`config.mk`:
```
export PLATFORM = sky130hd
export DESIGN_NAME = cgoh_channel_proc
export DESIGN_NICKNAME = d
export VERILOG_FILES = /design/src/cgoh_channel_proc.v
export VERILOG_INCLUDE_DIRS = /design/src
export SDC_FILE = /design/constraint.sdc
export NUM_CORES = 2
export LEC_CHECK = 0
export ABC_AREA = 1
export BUFFER_PORTS_ARGS = -buffer_cell sky130_fd_sc_hd__buf_2
export CAP_MARGIN = 20
export CORE_UTILIZATION = 45
export DETAILED_ROUTE_END_ITERATION = 10
export PLACE_DENSITY = 0.62
export SETUP_SLACK_MARGIN = 0.5
export SYNTH_ARGS = -nofsm -noshare
export SYNTH_HDL_FRONTEND = slang
export SYNTH_SLANG_ARGS = --single-unit
export TNS_END_PERCENT = 10
```
`constraint.sdc`:
```
create_clock -name mclk -period 21.6 [get_ports mclk]
set_input_delay 6.48 -clock mclk [delete_from_list [all_inputs] [get_ports mclk]]
set_output_delay 6.48 -clock mclk [all_outputs]
set_load 0.01 [all_outputs]
```
`src/cgoh_consts.vh`:
```
`ifndef CGOH_CONSTS_VH
`define CGOH_CONSTS_VH

// ==========================================================
// register indices (byte address is four times the index)
`define CGOH_IDX_GAIN_OFS 6'h2B
`define CGOH_IDX_OFS_COPY 6'h2C
`define CGOH_IDX_PAT_HPF 6'h2D
`define CGOH_IDX_CTRL 6'h3C
`define CGOH_IDX_STATUS 6'h3D

// ==========================================================
// reset values
`define CGOH_RST_REG16 16'h0000
`define CGOH_RST_CTRL 3'h0
`define CGOH_RST_PRBS 23'h7FFFFF

// ==========================================================
// field positions, gain/offset register
`define CGOH_GAIN_HI 15
`define CGOH_GAIN_LO 11
`define CGOH_OFS_HI 9
`define CGOH_OFS_LO 0

// field positions, pattern/filter register
`define CGOH_PRBS9_BIT 15
`define CGOH_PRBS10_BIT 14
`define CGOH_PRBS11_BIT 13
`define CGOH_PRBS12_BIT 12
`define CGOH_PAT9_HI 11
`define CGOH_PAT9_LO 9
`define CGOH_PAT10_HI 8
`define CGOH_PAT10_LO 6
`define CGOH_HPFK_HI 4
`define CGOH_HPFK_LO 1
`define CGOH_HPFON_BIT 0

// field positions, control register
`define CGOH_CTRL_GAIN_BIT 0
`define CGOH_CTRL_SHIFT_BIT 1
`define CGOH_CTRL_PLANE_BIT 2

// ==========================================================
// lane pattern codes
`define CGOH_PAT_NORMAL 3'h0
`define CGOH_PAT_ZEROS 3'h1
`define CGOH_PAT_ONES 3'h2
`define CGOH_PAT_TOGGLE 3'h3

// ==========================================================
// gain table scale: unity is 2^14
`define CGOH_GAIN_FRAC 14

`endif

```
`src/cgoh_channel_proc.v`:
```
`timescale 1ns/10ps
`include "cgoh_consts.vh"

module cgoh_channel_proc #(
  parameter W = 14,
  parameter F = 8,
  parameter AW = 8
) (
  input wire mclk,
  input wire rst,
  input wire [AW-1:0] address,
  input wire read,
  input wire write,
  input wire [3:0] byteenable,
  input wire [31:0] writedata,
  output reg [31:0] readdata,
  output reg waitrequest,
  input wire sampleValid,
  input wire [W-1:0] sample9,
  input wire [W-1:0] sample10,
  input wire [W-1:0] sample11,
  input wire [W-1:0] sample12,
  output reg laneValid,
  output reg [W-1:0] lane9,
  output reg [W-1:0] lane10,
  output reg [W-1:0] lane11,
  output reg [W-1:0] lane12
);

  localparam A = W + F + 3;

  // ==========================================================
  // register state
  reg [15:0] gainOfs_q;
  reg [15:0] ofsCopy_q;
  reg [15:0] patHpf_q;
  reg [2:0] ctrl_q;
  reg [22:0] prbs_q;
  reg toggle_q;
  reg signed [A-1:0] xPrev_q [0:3];
  reg signed [A-1:0] yPrev_q [0:3];

  wire [4:0] chan12GainSteps = gainOfs_q[`CGOH_GAIN_HI:`CGOH_GAIN_LO];
  wire [9:0] chan12SignedShift = gainOfs_q[`CGOH_OFS_HI:`CGOH_OFS_LO];
  wire globalGainApply = ctrl_q[`CGOH_CTRL_GAIN_BIT];
  wire globalShiftApply = ctrl_q[`CGOH_CTRL_SHIFT_BIT];
  wire perLanePatternChoice = ctrl_q[`CGOH_CTRL_PLANE_BIT];
  wire [3:0] groupBFilterK = patHpf_q[`CGOH_HPFK_HI:`CGOH_HPFK_LO];
  wire groupBFilterOn = patHpf_q[`CGOH_HPFON_BIT];
  wire [3:0] lanePrbsOn = {patHpf_q[`CGOH_PRBS12_BIT], patHpf_q[`CGOH_PRBS11_BIT],
                           patHpf_q[`CGOH_PRBS10_BIT], patHpf_q[`CGOH_PRBS9_BIT]};
  wire [2:0] lane9PatternCode = patHpf_q[`CGOH_PAT9_HI:`CGOH_PAT9_LO];
  wire [2:0] lane10PatternCode = patHpf_q[`CGOH_PAT10_HI:`CGOH_PAT10_LO];

  // ==========================================================
  // functions

  // gain in steps of 0.2 dB, unity = 2^14; step 31 reaches about 2.04
  function [16:0] gainFactor;
    input [4:0] n;
    begin
      case (n)
        5'h00: gainFactor = 17'h04000;
        5'h01: gainFactor = 17'h0417E;
        5'h02: gainFactor = 17'h04304;
        5'h03: gainFactor = 17'h04494;
        5'h04: gainFactor = 17'h0462D;
        5'h05: gainFactor = 17'h047CF;
        5'h06: gainFactor = 17'h0497B;
        5'h07: gainFactor = 17'h04B32;
        5'h08: gainFactor = 17'h04CF2;
        5'h09: gainFactor = 17'h04EBD;
        5'h0A: gainFactor = 17'h05092;
        5'h0B: gainFactor = 17'h05273;
        5'h0C: gainFactor = 17'h0545F;
        5'h0D: gainFactor = 17'h05655;
        5'h0E: gainFactor = 17'h05858;
        5'h0F: gainFactor = 17'h05A67;
        5'h10: gainFactor = 17'h05C82;
        5'h11: gainFactor = 17'h05EAA;
        5'h12: gainFactor = 17'h060DF;
        5'h13: gainFactor = 17'h06320;
        5'h14: gainFactor = 17'h0656F;
        5'h15: gainFactor = 17'h067CC;
        5'h16: gainFactor = 17'h06A37;
        5'h17: gainFactor = 17'h06CB0;
        5'h18: gainFactor = 17'h06F38;
        5'h19: gainFactor = 17'h071D0;
        5'h1A: gainFactor = 17'h07476;
        5'h1B: gainFactor = 17'h0772D;
        5'h1C: gainFactor = 17'h079F3;
        5'h1D: gainFactor = 17'h07CCA;
        5'h1E: gainFactor = 17'h07FB2;
        default: gainFactor = 17'h082AC;
      endcase
    end
  endfunction

  // clip a wide signed value into the lane width
  function [W-1:0] saturate;
    input signed [A+17:0] v;
    reg signed [A+17:0] maxV;
    reg signed [A+17:0] minV;
    begin
      maxV = (1 <<< (W - 1)) - 1;
      minV = -(1 <<< (W - 1));
      if (v > maxV) begin
        saturate = maxV[W-1:0];
      end else if (v < minV) begin
        saturate = minV[W-1:0];
      end else begin
        saturate = v[W-1:0];
      end
    end
  endfunction

  // 2^k/(2^k+1) as 1 - 2^-k + 2^-2k; the truncated series costs under 2^-3k, so under 2^-6 at k>=2
  function signed [A-1:0] hpfScale;
    input signed [A-1:0] s;
    input [3:0] k;
    begin
      hpfScale = s - (s >>> k) + (s >>> {k, 1'b0});
    end
  endfunction

  // ==========================================================
  // datapath: filter, channel 12 gain and offset, pattern mux
  reg signed [A-1:0] xIn [0:3];
  reg signed [A-1:0] yNew [0:3];
  reg signed [A+17:0] wide [0:3];
  reg [W-1:0] chanOut [0:3];
  reg [W-1:0] laneOut [0:3];
  reg signed [A+17:0] prod12;
  integer i;
  integer j;

  always @* begin
    prod12 = {(A + 18){1'b0}};
    for (i = 0; i < 4; i = i + 1) begin
      case (i)
        0: xIn[i] = {{3{sample9[W-1]}}, sample9, {F{1'b0}}};
        1: xIn[i] = {{3{sample10[W-1]}}, sample10, {F{1'b0}}};
        2: xIn[i] = {{3{sample11[W-1]}}, sample11, {F{1'b0}}};
        default: xIn[i] = {{3{sample12[W-1]}}, sample12, {F{1'b0}}};
      endcase
      // k only matters on this path, which is taken only while the filter is on
      yNew[i] = hpfScale(xIn[i] - xPrev_q[i] + yPrev_q[i], groupBFilterK);
      // a concatenation is unsigned, so it is re-signed before the arithmetic shift
      if (groupBFilterOn) begin
        wide[i] = $signed({{18{yNew[i][A-1]}}, yNew[i]}) >>> F;
      end else begin
        wide[i] = $signed({{18{xIn[i][A-1]}}, xIn[i]}) >>> F;
      end
    end
    if (globalGainApply) begin
      prod12 = (wide[3] * $signed({1'b0, gainFactor(chan12GainSteps)})) >>> `CGOH_GAIN_FRAC;
      wide[3] = prod12;
    end
    if (globalShiftApply) begin
      // offset counts in output LSBs; the copy register is assumed equal
      wide[3] = wide[3] + {{(A + 8){chan12SignedShift[9]}}, chan12SignedShift};
    end
    for (i = 0; i < 4; i = i + 1) begin
      chanOut[i] = saturate(wide[i]);
      laneOut[i] = chanOut[i];
      if (perLanePatternChoice) begin
        if (lanePrbsOn[i]) begin
          laneOut[i] = prbs_q[W-1:0] ^ i[W-1:0];
        end else if (i < 2) begin
          case ((i == 0) ? lane9PatternCode : lane10PatternCode)
            `CGOH_PAT_ZEROS: laneOut[i] = {W{1'b0}};
            `CGOH_PAT_ONES: laneOut[i] = {W{1'b1}};
            `CGOH_PAT_TOGGLE: laneOut[i] = {W{toggle_q}};
            default: laneOut[i] = chanOut[i];
          endcase
        end
      end
    end
  end

  // ==========================================================
  // sample pipeline: filter state, PRBS, registered lanes
  always @(posedge mclk) begin
    if (rst) begin
      laneValid <= 1'b0;
      lane9 <= {W{1'b0}};
      lane10 <= {W{1'b0}};
      lane11 <= {W{1'b0}};
      lane12 <= {W{1'b0}};
      prbs_q <= `CGOH_RST_PRBS;
      toggle_q <= 1'b0;
      for (j = 0; j < 4; j = j + 1) begin
        xPrev_q[j] <= {A{1'b0}};
        yPrev_q[j] <= {A{1'b0}};
      end
    end else begin
      laneValid <= sampleValid;
      if (sampleValid) begin
        lane9 <= laneOut[0];
        lane10 <= laneOut[1];
        lane11 <= laneOut[2];
        lane12 <= laneOut[3];
        prbs_q <= {prbs_q[21:0], prbs_q[22] ^ prbs_q[17]};
        toggle_q <= ~toggle_q;
        for (j = 0; j < 4; j = j + 1) begin
          xPrev_q[j] <= xIn[j];
          // clear history while bypassed so enabling starts without a jump
          yPrev_q[j] <= groupBFilterOn ? yNew[j] : {A{1'b0}};
        end
      end
    end
  end

  // ==========================================================
  // Avalon-MM slave: one wait cycle, then the access completes
  wire [AW-3:0] regIdx = address[AW-1:2];
  wire busReq = read | write;
  wire busDone = busReq & ~waitrequest;

  function [15:0] mergeBytes;
    input [15:0] old;
    input [31:0] wd;
    input [3:0] be;
    begin
      mergeBytes = {be[1] ? wd[15:8] : old[15:8], be[0] ? wd[7:0] : old[7:0]};
    end
  endfunction

  always @(posedge mclk) begin
    if (rst) begin
      waitrequest <= 1'b1;
      readdata <= 32'h00000000;
      gainOfs_q <= `CGOH_RST_REG16;
      ofsCopy_q <= `CGOH_RST_REG16;
      patHpf_q <= `CGOH_RST_REG16;
      ctrl_q <= `CGOH_RST_CTRL;
    end else begin
      waitrequest <= ~(busReq & waitrequest);
      if (busReq & waitrequest) begin
        // read data is loaded as waitrequest drops; unmapped reads return zero
        case (regIdx)
          `CGOH_IDX_GAIN_OFS: readdata <= {16'h0000, gainOfs_q};
          `CGOH_IDX_OFS_COPY: readdata <= {16'h0000, ofsCopy_q};
          `CGOH_IDX_PAT_HPF: readdata <= {16'h0000, patHpf_q};
          `CGOH_IDX_CTRL: readdata <= {29'h00000000, ctrl_q};
          // upper half always reads zero, like every other register word
          `CGOH_IDX_STATUS: readdata <= {{(32 - W){1'b0}}, lane12};
          default: readdata <= 32'h00000000;
        endcase
      end
      // reserved bits inside the 16-bit registers are stored as written; control keeps only bits 2:0; software keeps them zero
      if (busDone & write) begin
        case (regIdx)
          `CGOH_IDX_GAIN_OFS: gainOfs_q <= mergeBytes(gainOfs_q, writedata, byteenable);
          `CGOH_IDX_OFS_COPY: ofsCopy_q <= mergeBytes(ofsCopy_q, writedata, byteenable);
          `CGOH_IDX_PAT_HPF: patHpf_q <= mergeBytes(patHpf_q, writedata, byteenable);
          `CGOH_IDX_CTRL: ctrl_q <= byteenable[0] ? writedata[2:0] : ctrl_q;
          default: ctrl_q <= ctrl_q;
        endcase
      end
    end
  end

endmodule

```
Yosys cells after proc, flatten, opt, wreduce, memory -nomap -nowiden
Memories as Yosys holds them, arrays and structs flattened. A register that Yosys moved wholly into a read port is not among the register bits. Index checks and enable logic that the tools add are counted.

Register bits after elaboration: 165. Latch bits: 0. Memory bits (writable): 168. Bits in read-only memories: 512. Bits of input ports: 105. Output and inout bits: 90. Logic and storage cells: 135. Memories kept: 3.

Memory list: (no name shown) (words 32, width 16, read ports 1, clocked after memory_dff 1, write ports 0, line cgoh_channel_proc.v:62) `case (n)`; yPrev_q (words 4, width 25, read ports 4, clocked after memory_dff 0, write ports 4, line cgoh_channel_proc.v:41) `reg signed [A-1:0] yPrev_q [0:3];`; xPrev_q (words 4, width 17, read ports 4, clocked after memory_dff 0, write ports 4, line cgoh_channel_proc.v:40) `reg signed [A-1:0] xPrev_q [0:3];`.

Add/subtract/negate cells: 17. Multiply operators: 1. Div/mod/pow operators: 0. $lt $le $gt $ge: 8. Equal/unequal tests: 11. Shifts and indexed selects: 8. Mux-type cells: 45. Bitwise operators: 19. Reduce and logical (&&, ||, !) cells: 7.

Operators with widths (count): $mux 43 (6); $mux 14 (16); $add 25x25->25 (8); $mux 25 (8); $gt 43x14->1 const B (4); $lt 43x14->1 const B (4); $sshr 25x4->25 (4); $sshr 25x5->25 (4); $sub 22x25->25 (4); $sub 25x25->25 (4); $mux 17 (5); $pmux 14 s3 (2); $pmux 16 s5 (1); $add 43x43->43 (1); $mul 43x18->43 (1); $eq 6x6->1 const B (5); $reduce_and 3->1 (7); $eq 3x2->1 const B (4); $mux 5 (2); $or 1x1->1 (9); $eq 3x1->1 const B (2); $mux 1 (5); $not 1->1 (5); $and 1x1->1 (3); 2 further kinds (2).

Depth between registers and ports, before layout
An unclocked memory read counts as a cell.

Word-level depth: 16. Depth in mapped cells: 86. Depth with buffers taken out: 85.

Least setup slack after synthesis
No wires, ideal clock.

Kind: in2reg. Start point: input sample12[6]. End point: register lane12[10]. Library setup time: 0.112 ns. Arrival time: 18.602 ns. Required time: 21.488 ns. Path slack: 2.885 ns. Cell stages on the path: 78. Path buffers: 3. Cells stage by stage: inv_1 fa_1 inv_1 ha_1 nand2_1 inv_1 a21oi_1 nand2_1 o21bai_1 a21oi_1 o21bai_1 xnor2_1 nand2_1 nand2_1 inv_1 nand2_1 o21ai_0 or2_2 [... 42 more ...] ha_1 nand2_1 nor2_1 nand2_1 nor4_1 nand2_1 nand3_1 nand2_1 nand2_1 nor2_1 nand3b_1 nor3_1 nand3_1 a21oi_4 buf_6 nand2_1 nand2_1 nand2_1.

Cells in the longest elaborated chain, start to end: 15. Elaborated cells between the ends (all ways): 17. Those cells by class: add/sub: 5; mul: 1; order compare: 2; shift: 2; mux: 7.

Ends and longest elaborated chain: start, declared (line cgoh_channel_proc.v:22) `input wire [W-1:0] sample12,`; $sub 22x25->25 (line cgoh_channel_proc.v:147) `yNew[i] = hpfScale(xIn[i] - xPrev_q[i] + yPrev_q[i], groupBFilterK);`; $add 25x25->25 (line cgoh_channel_proc.v:147); $sshr 25x4->25 (line cgoh_channel_proc.v:122) `hpfScale = s - (s >>> k) + (s >>> {k, 1'b0});`; $sub 25x25->25 (line cgoh_channel_proc.v:122); $add 25x25->25 (line cgoh_channel_proc.v:122); $mux 43 * (line cgoh_channel_proc.v:149) `if (groupBFilterOn) begin`; $mul 43x18->43 (line cgoh_channel_proc.v:156) `` prod12 = (wide[3] * $signed({1'b0, gainFactor(chan12GainSteps)})) >>> `CGOH_GAIN_FRAC; ``; $mux 43 * (line cgoh_channel_proc.v:155) `if (globalGainApply) begin`; $add 43x43->43 (line cgoh_channel_proc.v:161) `wide[3] = wide[3] + {{(A + 8){chan12SignedShift[9]}}, chan12SignedShift};`; $mux 43 * (line cgoh_channel_proc.v:159) `if (globalShiftApply) begin`; $lt 43x14->1 (line cgoh_channel_proc.v:109) `end else if (v < minV) begin`; $mux 14 (line cgoh_channel_proc.v:109); $mux 14 * (line cgoh_channel_proc.v:107) `if (v > maxV) begin`; $mux 14 (line cgoh_channel_proc.v:167) `if (lanePrbsOn[i]) begin`; $mux 14 * (line cgoh_channel_proc.v:166) `if (perLanePatternChoice) begin`; end signal, assigned (line cgoh_channel_proc.v:189) `lane12 <= {W{1'b0}};`; end signal, assigned (line cgoh_channel_proc.v:202) `lane12 <= laneOut[3];`; end, declared (line cgoh_channel_proc.v:27) `output reg [W-1:0] lane12`.

Every way passes the cells marked *; elsewhere a longest branch is shown, timed or not. A chain may end at the register's enable or synchronous reset.

Worst setup path in the final report
Start point: input sample12[5]. End point: register lane12[11].

The elaborated chain is that of the path after synthesis.

==> impl_metrics.env <==
export IMPL_status="finished, violations left"
export IMPL_violations="DRC"
export IMPL_synth_edff_count=156
export IMPL_core_region_area_um2=106000
export IMPL_hold_path_end="lane11[10]$_SDFFE_PP0P_"
export IMPL_setup_viol=0
export IMPL_ios=195
export IMPL_io_buffers=158
export IMPL_area_growth_pct=7.96
export IMPL_grt_pass1_vias=45300
export IMPL_clockBufferDepth=3
export IMPL_hold_start="lane11[10]$_SDFFE_PP0P_"
export IMPL_final_nets=8078
export IMPL_grt_pass1_wl_um=248000
export IMPL_cts_tree="done"
export IMPL_cts_root_buf="clkbuf_16"
export IMPL_wl_per_cell_um=18.1
export IMPL_postPlaceCellArea_um2=50300
export IMPL_dieHeight_um=329
export IMPL_drt_pass1_iter_count=9
export IMPL_fp_dieW_um=329
export IMPL_clkSinkCount=321
export IMPL_hpwlAfterDp_um=125000
export IMPL_rsz0062_at_grt="no"
export IMPL_leakagePower_nw=26.8
export IMPL_grt_max_degree=99
export IMPL_stdcell_area_um2=51800
export IMPL_cts_buffers=42
export IMPL_fin_crit_sh_pct=93.2
export IMPL_synth_top_area_cell="fa_1"
export IMPL_period_minus_slack_ns=20.13
export IMPL_synth_most_common_cell="nand2_1"
export IMPL_start_util_pct=45.5
export IMPL_ys_top_cells_by_area="fa_1 (18%), nand2_1 (13%), inv_1 (10%), edfxtp_1 (9.8%), ha_1 (8.5%)"
export IMPL_fin_setup_tns_ns=0
export IMPL_cap_viol_max_count=0
export IMPL_end_kind="register"
export IMPL_syn_area_per_cell_um2=6.69
export IMPL_finClkSkew_ns=0.0543
export IMPL_overflow=0
export IMPL_htreeDepth=2
export IMPL_fin_hold_ws_ns=0.447
export IMPL_synth_top_area_share_pct=17.8
export IMPL_dieArea_um2=108000
export IMPL_ant_nets=0
export IMPL_startpoint_type="input port"
export IMPL_slew_violations=0
export IMPL_worstPathArrival_ns=20.64
export IMPL_reg2reg_slack_ns=7.11
export IMPL_p_per_area_nw_per_um2=111
export IMPL_drc=3
export IMPL_hold_path_cell_count=2
export IMPL_tightest_slew_ns=1.00
export IMPL_cts_hold_buf=0
export IMPL_ir_drop_mv=0.106
export IMPL_ys_ff_latch=321
export IMPL_crit_start="sample12[5]"
export IMPL_crit_path_top_delay_cell="fa_1"
export IMPL_reg2reg_from="xPrev_q[3][5]$_SDFFCE_PN0P_"
export IMPL_drt_iter0_drc=3837
export IMPL_rr_worst_depth=65
export IMPL_synth_cells=7173
export IMPL_synth_cell_types=71
export IMPL_async_reset_ff_share_pct=0
export IMPL_hp_class="register to register"
export IMPL_path_clk_slew_ns=0.06
export IMPL_fmax_mhz=49.7
export IMPL_r2r_end="lane12[11]$_SDFFE_PP0P_"
export IMPL_cpMostUsedCell="nand2_1"
export IMPL_globalplace_congestion=0.950
export IMPL_drive_above_1_share_pct=6.59
export IMPL_syn_cell_area_um2=48000
export IMPL_antenna_found_initial=0
export IMPL_fp_row_count=119
export IMPL_critPathMaxFanout=7
export IMPL_max_stage_delay_ns=0.59
export IMPL_vias=46700
export IMPL_slew_headroom_pct=33.1
export IMPL_synth_seq_area_share_pct=16.6
export IMPL_ys_warn_count=0
export IMPL_critical_path_class="input port to register"
export IMPL_antenna_cells=0
export IMPL_grt_use_total_pct=29.0
export IMPL_post_drt_via_cell_ratio=5.40
export IMPL_synth_common_cells="nand2_1 (1689), inv_1 (1299), nor2_1 (647)"
export IMPL_hold_viol=0
export IMPL_ys_flop_type="dfxtp_1"
export IMPL_routed_wl_um=156000
export IMPL_crit_required_ns=22.12
export IMPL_clk_latency_ns=0.65
[power breakdown]
| group | switching [mW] | internal [mW] | total, mW | leakage, nW |
|---|---|---|---|---|
| logic | 2.86 | 1.46 | 4.32 | 23.0 |
| clock network | 0.322 | 0.424 | 0.746 | 0.686 |
| registers | 0.0157 | 0.663 | 0.678 | 3.06 |
| total | 3.20 | 2.55 | 5.74 | 26.8 |
[routing by layer]
| metal | vias to the layer above | share of wire (%) | GRT usage (%) |
|---|---|---|---|
| li1 | 22900 | - | - |
| met5 | - | 0 | 0 |
| met1 | 22000 | 44 | 39.1 |
| met2 | 1485 | 46 | 48.1 |
| met3 | 275 | 5.9 | 3.46 |
| met4 | 0 | 3.4 | 9.33 |
[through the flow]
step                setup slack, ns  power [mW]  utilization [%]  instances
floorplan                      2.89        3.81                -       7188
global placement              0.472        4.95             47.6       8561
detailed placement            0.410        4.93             47.6       8561
CTS                            1.05        5.72             49.0       8637
global route                  0.467        6.38             49.1       8642
finish                         1.47        5.74             49.1       8642
[cell type report]
class / count / area [um2]
Timing Repair Buffer: 270 / 1640
Sequential cell: 321 / 8010
Tap cell: 1391 / 1740
Inverter: 1325 / 4990
Clock buffer: 50 / 1120
Clock inverter: 26 / 304
Multi-Input combinational cell: 5259 / 34000
Fill cell: 11100 / 53700
[cell families (layout without fill, tap and decap cells)]
| logic type | count (synthesis) | in the layout | share of synthesized area (%) |
|---|---|---|---|
| and+or+nand+nor | 2915 | 2915 | 24.9 |
| buffers and inverters | 1609 | 1671 | 12.8 |
| AOI/OAI and AO/OA | 1407 | 1408 | 16.3 |
| adders and majority gates | 755 | 755 | 26.3 |
| DFF | 321 | 321 | 16.6 |
| xor gates and xnor gates | 164 | 164 | 3.02 |
| other | 1 | 16 | 0.00781 |
| muxes | 1 | 1 | 0.0208 |
[repair_timing]
item / CTS / global route
buffers inserted: 0 / 2
gates resized for setup: 0 / 19
setup endpoints to repair: 0 / 13
[sequential cells by signal, indices dropped and copies added (netlist names), named ones only]
register	count
lane12	14
readdata	16
prbs_q	23
patHpf_q	16
lane11	14
lane10	14
toggle_q	1
lane9	14
yPrev_q	100
waitrequest	1
ofsCopy_q	16
laneValid	1
ctrl_q	3
xPrev_q	56
gainOfs_q	16
[worst max-delay path by stage]
stage / end / slack [ns] / depth (start not counted)
finish: lane12[11]$_SDFFE_PP0P_ / 1.47 / 67
global route: lane12[1]$_SDFFE_PP0P_ / 0.47 / 77
CTS: lane12[11]$_SDFFE_PP0P_ / 1.05 / 69
detailed placement: lane12[11]$_SDFFE_PP0P_ / 0.41 / 69
global placement: lane12[12]$_SDFFE_PP0P_ / 0.47 / 69
floorplan: lane12[10]$_SDFFE_PP0P_ / 2.89 / 78
[placed cells by master (no fill, tap or decap), types with 22 or more instances in the layout]
master     netlist  layout
nand2_1       1689    1687
inv_1         1299    1294
nor2_1         647     645
o21ai_0        586     581
a21oi_1        486     481
fa_1           426     425
nand3_1        376     375
ha_1           328     328
dfxtp_1        165     160
buf_2            9     158
edfxtp_1       156     156
buf_4           19     110
xor2_1          96      95
xnor2_1         66      65
a31oi_1         60      60
or2_2           48      48
clkbuf_16        0      42
nor3_1          40      40
nand4_1         37      37
o21ai_1         33      37
o211ai_1        35      35
a22oi_1         27      27
o21bai_1        27      25
a21o_1          22      22
[worst max-delay path, delay by kind of cell]
| kind | cells | cell delay (ns) |
|---|---|---|
| adder cells (fa/ha/maj) | 12 | 5.57 |
| AO/OA/AOI/OAI | 21 | 4.37 |
| AND/OR/NAND/NOR | 22 | 2.57 |
| XOR/XNOR | 3 | 0.84 |
| buffers and inverters | 9 | 0.79 |
No activity file was read; power rests on OpenSTA's default activity.
